File: src/pb_onoff_pkg.sv
package pb_onoff_pkg;

  localparam int unsigned CLK_HZ = 100_000_000;
  localparam int unsigned TICK_HZ = 1000;
  localparam int unsigned TICK_DIV = CLK_HZ / TICK_HZ;
  localparam int unsigned TICK_DIV_W = 17;

  localparam int unsigned DEBOUNCE_A_MS = 50;
  localparam int unsigned DEBOUNCE_B_MS = 2000;
  localparam int unsigned LONGPRESS_A_MS = 8000;
  localparam int unsigned LONGPRESS_BC_MS = 16000;
  localparam int unsigned INT_NOM_MS = 32;
  localparam int unsigned INT_LONG_MS = 4 * INT_NOM_MS;
  localparam int unsigned GUARD_MS = 2 * INT_NOM_MS;
  localparam int unsigned GLITCH_MS = 50;

  localparam int unsigned MS_W = 15;

  typedef enum logic [1:0] {
    OPT_A = 2'h0,
    OPT_B = 2'h1,
    OPT_C = 2'h2
  } timing_option_t;

  typedef struct packed {
    logic drive_low;
    logic oe_n;
  } int_pin_t;

endpackage

File: src/pushbutton_onoff_latch_debouncer.sv
// Operation
// - power enable latches on once the debounce interval has run from first closure, unless a 50 ms release comes first
// - option A: 50 ms debounce, 8 s long press clears the latch, long pulse
// - options B and C: 16 s long press keeps latch, long pulse; B 2 s, C 50 ms debounce
// - active-low clear turns latch off when not ignored
// - clear ignored while latch is off
// - clear ignored for twice the nominal pulse after latch turns on
// - each debounced closure gives one 32 ms interrupt pulse at debounce end
// - long press gives a 128 ms pulse starting at long-press end
// - holding longer neither restarts nor stretches the interrupt
// - latch is off after power-up reset
// - release glitches under 50 ms do not restart debounce timing
// - genuine release resets the debounce timer
// - interrupt is active low open drain, released otherwise
// - power enable is active high push-pull
// - clear while already off changes nothing
`timescale 1ns/1ps
`default_nettype none
module pushbutton_onoff_latch_debouncer
#(
  parameter int unsigned TICK_DIV_P = pb_onoff_pkg::TICK_DIV
)
(
  input wire logic i_clk,
  input wire logic i_rstn,
  input wire pb_onoff_pkg::timing_option_t i_timing_option,
  input wire logic i_pushbutton_input,
  input wire logic i_latch_clear_n,
  output logic o_power_enable,
  output logic o_int_out,
  output logic o_int_oe_n,
  output pb_onoff_pkg::int_pin_t o_int_pin
);
  import pb_onoff_pkg::*;

  logic [TICK_DIV_W-1:0] div_cnt;
  logic tick;
  logic [MS_W-1:0] press_ms;
  logic [MS_W-1:0] release_ms;
  logic [MS_W-1:0] int_ms;
  logic [MS_W-1:0] guard_ms;
  logic pressed;
  logic debounced;
  logic long_done;
  logic latch_on;

  // a smaller divider only rescales the timebase; every interval stays in ms ticks
  wire tick_wrap = (div_cnt == TICK_DIV_W'(TICK_DIV_P - 1));
  wire [MS_W-1:0] debounce_interval = (i_timing_option == OPT_B) ? MS_W'(DEBOUNCE_B_MS)
                                                                 : MS_W'(DEBOUNCE_A_MS);
  wire [MS_W-1:0] longpress_interval = (i_timing_option == OPT_A) ? MS_W'(LONGPRESS_A_MS)
                                                                  : MS_W'(LONGPRESS_BC_MS);
  wire release_genuine = !i_pushbutton_input && (release_ms >= MS_W'(GLITCH_MS - 1)) && tick;
  wire hit_debounce = tick && pressed && !debounced && (press_ms == debounce_interval - MS_W'(1));
  wire hit_long = tick && debounced && !long_done && (press_ms == longpress_interval - MS_W'(1));
  wire clear_active = latch_on && !i_latch_clear_n && (guard_ms == '0);
  wire int_active = (int_ms != '0);
  wire [MS_W-1:0] next_int_ms = hit_long ? MS_W'(INT_LONG_MS)
                              : hit_debounce ? MS_W'(INT_NOM_MS)
                              : (tick && int_active) ? int_ms - MS_W'(1) : int_ms;

  // 1 ms timebase; coarse steps keep counters narrow at the cost of 1 ms grain
  always_ff @(posedge i_clk)
  begin
    if (!i_rstn)
      div_cnt <= '0;
    else
      div_cnt <= tick_wrap ? '0 : div_cnt + TICK_DIV_W'(1);
  end

  always_ff @(posedge i_clk)
  begin
    if (!i_rstn)
      tick <= 1'b0;
    else
      tick <= tick_wrap;
  end

  // press timing survives short release bounces
  always_ff @(posedge i_clk)
  begin
    if (!i_rstn)
    begin
      pressed <= 1'b0;
      press_ms <= '0;
      release_ms <= '0;
      debounced <= 1'b0;
      long_done <= 1'b0;
    end
    else if (release_genuine)
    begin
      pressed <= 1'b0;
      press_ms <= '0;
      release_ms <= '0;
      debounced <= 1'b0;
      long_done <= 1'b0;
    end
    else
    begin
      if (i_pushbutton_input)
      begin
        pressed <= 1'b1;
        release_ms <= '0;
      end
      else if (tick && pressed)
        release_ms <= release_ms + MS_W'(1);
      if (tick && pressed && !long_done)
        press_ms <= press_ms + MS_W'(1);
      if (hit_debounce)
        debounced <= 1'b1;
      if (hit_long)
        long_done <= 1'b1;
    end
  end

  // option-A long press outranks a clear, and a clear outranks a new debounce
  always_ff @(posedge i_clk)
  begin
    if (!i_rstn)
      latch_on <= 1'b0;
    else if (hit_long && i_timing_option == OPT_A)
      latch_on <= 1'b0;
    else if (clear_active)
      latch_on <= 1'b0;
    else if (hit_debounce)
      latch_on <= 1'b1;
  end

  // guard only loads on an off-to-on change; a repeat press while on keeps it
  always_ff @(posedge i_clk)
  begin
    if (!i_rstn)
      guard_ms <= '0;
    else if (hit_debounce && !latch_on)
      guard_ms <= MS_W'(GUARD_MS);
    else if (tick && guard_ms != '0)
      guard_ms <= guard_ms - MS_W'(1);
  end

  // the long pulse overrides a short one still running
  always_ff @(posedge i_clk)
  begin
    if (!i_rstn)
      int_ms <= '0;
    else
      int_ms <= next_int_ms;
  end

  assign o_power_enable = latch_on;
  assign o_int_out = 1'b0;
  assign o_int_oe_n = !int_active;
  assign o_int_pin = '{drive_low: int_active, oe_n: !int_active};

  a_power_up_off: assert property (@(posedge i_clk) $rose(i_rstn) |-> !o_power_enable)
    else $error("power enable on after reset");
  a_debounce_sets_latch: assert property (@(posedge i_clk) disable iff (!i_rstn)
    hit_debounce && !(hit_long && i_timing_option == OPT_A) |=> o_power_enable)
    else $error("latch not set on debounce");
  a_short_pulse_len: assert property (@(posedge i_clk) disable iff (!i_rstn)
    hit_debounce |=> int_ms == MS_W'(INT_NOM_MS))
    else $error("nominal pulse length wrong");
  a_long_pulse_len: assert property (@(posedge i_clk) disable iff (!i_rstn)
    hit_long |=> int_ms == MS_W'(INT_LONG_MS))
    else $error("long pulse length wrong");
  a_option_a_clear: assert property (@(posedge i_clk) disable iff (!i_rstn)
    hit_long && i_timing_option == OPT_A |=> !o_power_enable)
    else $error("option A long press kept latch");
  a_option_bc_keep: assert property (@(posedge i_clk) disable iff (!i_rstn)
    hit_long && i_timing_option != OPT_A && o_power_enable && i_latch_clear_n |=> o_power_enable)
    else $error("option B/C long press dropped latch");
  a_clear_when_on: assert property (@(posedge i_clk) disable iff (!i_rstn)
    clear_active && !hit_debounce |=> !o_power_enable)
    else $error("clear ignored");
  a_clear_when_off: assert property (@(posedge i_clk) disable iff (!i_rstn)
    !o_power_enable && !hit_debounce |=> !o_power_enable)
    else $error("latch changed while off");
  a_guard_ignore: assert property (@(posedge i_clk) disable iff (!i_rstn)
    $rose(o_power_enable) |-> guard_ms == MS_W'(GUARD_MS))
    else $error("guard not loaded");
  a_no_stretch: assert property (@(posedge i_clk) disable iff (!i_rstn)
    long_done && !hit_long && tick && int_active |=> int_ms < $past(int_ms))
    else $error("pulse stretched");
  a_open_drain: assert property (@(posedge i_clk) disable iff (!i_rstn)
    o_int_oe_n == !int_active && !o_int_out)
    else $error("interrupt pin drive wrong");

  // causes of power-enable edges and interrupt pulse start, plus press, tick and pulse timing checks
  a_pin_struct_match: assert property (@(posedge i_clk) disable iff (!i_rstn)
    o_int_pin.oe_n == o_int_oe_n && o_int_pin.drive_low == !o_int_oe_n)
    else $error("interrupt struct disagrees with pin");
  a_rise_needs_debounce: assert property (@(posedge i_clk) disable iff (!i_rstn)
    $rose(o_power_enable) |-> $past(hit_debounce))
    else $error("latch set without debounce");
  a_fall_needs_cause: assert property (@(posedge i_clk) disable iff (!i_rstn)
    $fell(o_power_enable) |-> $past(clear_active || (hit_long && i_timing_option == OPT_A)))
    else $error("latch dropped without cause");
  a_guard_holds_latch: assert property (@(posedge i_clk) disable iff (!i_rstn)
    o_power_enable && guard_ms != '0 && !(hit_long && i_timing_option == OPT_A) |=> o_power_enable)
    else $error("latch cleared inside guard time");
  a_glitch_keeps_press: assert property (@(posedge i_clk) disable iff (!i_rstn)
    pressed && release_ms < MS_W'(GLITCH_MS - 1) |=> pressed)
    else $error("short release dropped press");
  a_release_restarts: assert property (@(posedge i_clk) disable iff (!i_rstn)
    release_genuine |=> press_ms == '0 && !debounced)
    else $error("release did not restart debounce");
  a_tick_single: assert property (@(posedge i_clk) disable iff (!i_rstn)
    tick |=> !tick)
    else $error("tick longer than one clock");
  a_pulse_counts_down: assert property (@(posedge i_clk) disable iff (!i_rstn)
    tick && int_active && !hit_debounce && !hit_long |=> int_ms == $past(int_ms) - MS_W'(1))
    else $error("pulse count not stepping");
  a_pulse_start_cause: assert property (@(posedge i_clk) disable iff (!i_rstn)
    $rose(int_active) |-> $past(hit_debounce || hit_long))
    else $error("pulse started without cause");
  a_reset_int_idle: assert property (@(posedge i_clk)
    !i_rstn |=> o_int_oe_n)
    else $error("interrupt active after reset");
endmodule // pushbutton_onoff_latch_debouncer
`default_nettype wire

File: config.mk
export PLATFORM = sky130hd
export DESIGN_NAME = pushbutton_onoff_latch_debouncer
export DESIGN_NICKNAME = d
export VERILOG_FILES = /design/src/pb_onoff_pkg.sv /design/src/pushbutton_onoff_latch_debouncer.sv
export SDC_FILE = /design/constraint.sdc
export NUM_CORES = 1
export LEC_CHECK = 0
export BUFFER_PORTS_ARGS = -buffer_cell sky130_fd_sc_hd__buf_4
export CORE_MARGIN = 5
export CORE_UTILIZATION = 35
export CTS_CLUSTER_SIZE = 24
export DETAILED_ROUTE_END_ITERATION = 10
export PLACE_DENSITY = 0.51
export RECOVER_POWER = 100
export SKIP_CTS_REPAIR_TIMING = 1
export SYNTH_ARGS = -nofsm -noshare
export SYNTH_HDL_FRONTEND = slang
export SYNTH_SLANG_ARGS = --single-unit
File: constraint.sdc
create_clock -name i_clk -period 4.2 [get_ports i_clk]
set_input_delay 0.84 -clock i_clk [delete_from_list [all_inputs] [get_ports i_clk]]
set_output_delay 0.84 -clock i_clk [all_outputs]
set_load 0.01 [all_outputs]
==> run_results.csv <==
group,metric,value,unit
clocking,cts_tree,"built",
die,core,10900,um2
clocking,cts_made_buffers,9,
logic_synthesis,yosys_most_used_dff,"dfxtp_1",
timing,setup_slack,1.13,ns
clocking,cts_num_sinks,82,
placement,gp_congestion,0.792,
critical_path,worst_path_max_delay_cell,"o21ai_0",
clocking,clock_path_buffers,2,
logic_synthesis,synthTopCellsByArea,"dfxtp_1 (42%), nor2_1 (9.7%), xnor2_1 (7.2%)",
routing,wl_met1,4000,um
routing,drc_errors,0,
logic_synthesis,ys_types,52,
critical_path,reg2reg_from,"press_ms[1]",
routing,routed_wl,7740,um
placement,preCtsSetupSlack,1.45,ns
worst_hold_path,min_from,"div_cnt[0]",
routing,drtPass1Iterations,4,
pwr,clkPwrFrac,39.0,%
pwr,sw_frac_of_total,23.3,%
die,die_x,116,um
pwr,cellPowerDensity,315,nW/um2
pwr,power_frac_comb,1.9,%
timing,worst-slew-pin-transition,1.52,ns
logic_synthesis,synth_area_per_cell,8.57,um2
timing,min_period_over_period,73.0,%
routing,drt-initial-drc-count,164,
routing,top_layer,"met4",
pwr,p_seq_share,59.1,%
logic_synthesis,synth_seq_cells,82,
clocking,clock_latency,0.37,ns
clocking,clk_pin_slew,0.08,ns
die,fp.dieH,116,um
pwr,p_switching,0.309,mW
logic_synthesis,synth-edff-count,0,
routing,drt-wirelength-per-cell,12.7,um
timing,period_minus_slack,3.07,ns
routing,route.met2.wl,3350,um
logic_synthesis,synth_top_cell_by_area,"dfxtp_1",
pwr,ir_drop,0.226,mV
layout,syn_to_final_growth,7.86,%
die,die-area,13300,um2
timing,relSlewSlack,-2.49,%
pwr,p_int,1.02,mW
logic_synthesis,syn-instance-count,455,
placement,dp.final_hpwl,5440,um
grt,grt_antenna_before_repair,0,
logic_synthesis,mappedNetlistNets,469,
routing,via_count,3027,
logic_synthesis,yosysWarnings,0,
die,io_pins,11,
critical_path,crit_chain,"clkbuf_1 -> or4b_1 -> nor3_1 -> o2111ai_1 -> o21ai_0 -> nor2_1",
critical_path,worstPathMaxFanout,14,
critical_path,critPathLaunchType,"primary input",
critical_path,critPathCaptureType,"flop",
grt,grt_max_degree,19,
logic_synthesis,synth_async_sr_flop_share,0,%
critical_path,cp.arrival,3.25,ns
timing,setup_violations,0,
routing,via_per_inst,4.99,
timing,finalSetupTns,0,ns
clocking,root_buffer,"clkbuf_8",
grt,grt_pass1_wl,13300,um
clocking,htree_levels,3,
worst_hold_path,hold_class,"flop to flop",
routing,dr_wl_met3,301,um
timing,rsz0062_at_grt,"false",
flow_run,max-cap-violations,1,
critical_path,required,4.39,ns
timing,drv_slew,15,
logic_synthesis,synth_top_area_share,42.1,%
critical_path,path_class,"primary input to flop",
layout,diodes,0,
grt,grtUsageTotal,12.5,%
die,num_rows,38,
grt,grt_overflow,0,
placement,port_buffers,9,
critical_path,cp_slowest_stage_delay,1.26,ns
layout,fin_nets,476,
routing,antenna_left,0,
critical_path,cp-startpoint,"i_timing_option[1]",
outcome,violations,"max-capacitance violations, max-slew violations",
die,initial_core_util,35.8,%
logic_synthesis,syn_area,3900,um2
pwr,leakagePower,1.43,nW
outcome,outcome,"finished with violations",
logic_synthesis,ys_seq_area_share,42.1,%
grt,grt_pass1_vias,2819,
timing,hold_viol,0,
timing,skew,0.0140,ns
layout,mostFrequentLayoutCells,"nor2_1 (101), dfxtp_1 (82), xnor2_1 (32)",
timing,clock.fmax,0.326,GHz
layout,layout_commonest_cell,"nor2_1",
layout,drive_gt1_share,6.21,%
## cell type report
cell class	instances	area (um2)
multi-input cells	342	2110
inverters	18	67.6
flip-flops and latches	82	1640
well taps	140	175
clock inverters	5	28.8
clock buffers	11	141
fillers	1132	6680
repair buffers	9	45.0
## power by group through the flow
stage | registers [mW] | logic, mW | clock network (mW)
4_1_cts | 0.783 | 0.0277 | 0.546
3_3_place_gp | 0.801 | 0.0270 | 0
6_report | 0.783 | 0.0254 | 0.516
5_1_grt | 0.784 | 0.0297 | 0.577
3_5_place_dp | 0.801 | 0.0277 | 0
2_1_floorplan | 0.800 | 0.0191 | 0
## cell families after synthesis
family	share of synthesized area [%]
other	0.0962
AND/OR/NAND/NOR	30.4
flip-flops	42.1
AO/OA/AOI/OAI	7.54
buffers and inverters	3.47
multiplexers	1.03
XOR/XNOR	12.8
adder cells (fa/ha/maj)	2.57
## registers in the layout, summed over array words and instances, names as in the netlist
| name | count |
|---|---|
| debounced | 1 |
| release_ms | 15 |
| int_ms | 15 |
| long_done | 1 |
| div_cnt | 17 |
| pressed | 1 |
| o_power_enable | 1 |
| tick | 1 |
| press_ms | 15 |
| guard_ms | 15 |
## cells in the mapped netlist, types with 4 or more instances
cell type	instances
and4_1	4
a211oi_1	4
or4_1	4
nor4_1	12
ha_1	8
buf_4	4
inv_1	18
nor2_1	101
nor3_1	16
nand2_1	24
dfxtp_1	82
clkbuf_1	6
o31ai_1	4
nand4_1	12
xnor2_1	32
or3_1	4
mux2i_1	4
a21oi_1	13
o21ai_0	4
xor2_1	25
nand3_1	24
and3_1	6
## layer usage
layer	track usage (%)	vias up
li1	-	1592
met1	16.6	1399
met2	19.2	28
met3	4.65	8
met4	3.60	0
met5	0	-
## path summary, 6_finish.rpt
check / to / slack, ns / depth (start not counted)
worst max register to register: guard_ms[13] / 1.18 / 5
worst min-delay path: div_cnt[0] / 0.47 / 1
worst min register to register: div_cnt[0] / 0.47 / 1
worst max-delay path: guard_ms[13] / 1.13 / 6
## per-stage QoR
step	power, mW	utilization (%)	std cells	instance area [um2]	hold slack (ns)
2_1_floorplan	0.820	-	455	3900	0.430
3_3_place_gp	0.828	37.4	591	4070	0.447
3_5_place_dp	0.829	37.4	591	4070	0.455
4_1_cts	1.36	39.0	607	4240	0.475
5_1_grt	1.39	38.6	607	4210	0.502
6_report	1.32	38.6	607	4210	0.467
## worst max-delay path, delay by kind of cell
kind                   cells  cell delay (ns)
buffers and inverters      1             0.09
AOI/OAI and AO/OA          2             1.56
and+or+nand+nor            3             0.76
Note: power is estimated with default switching activity, not from simulation.
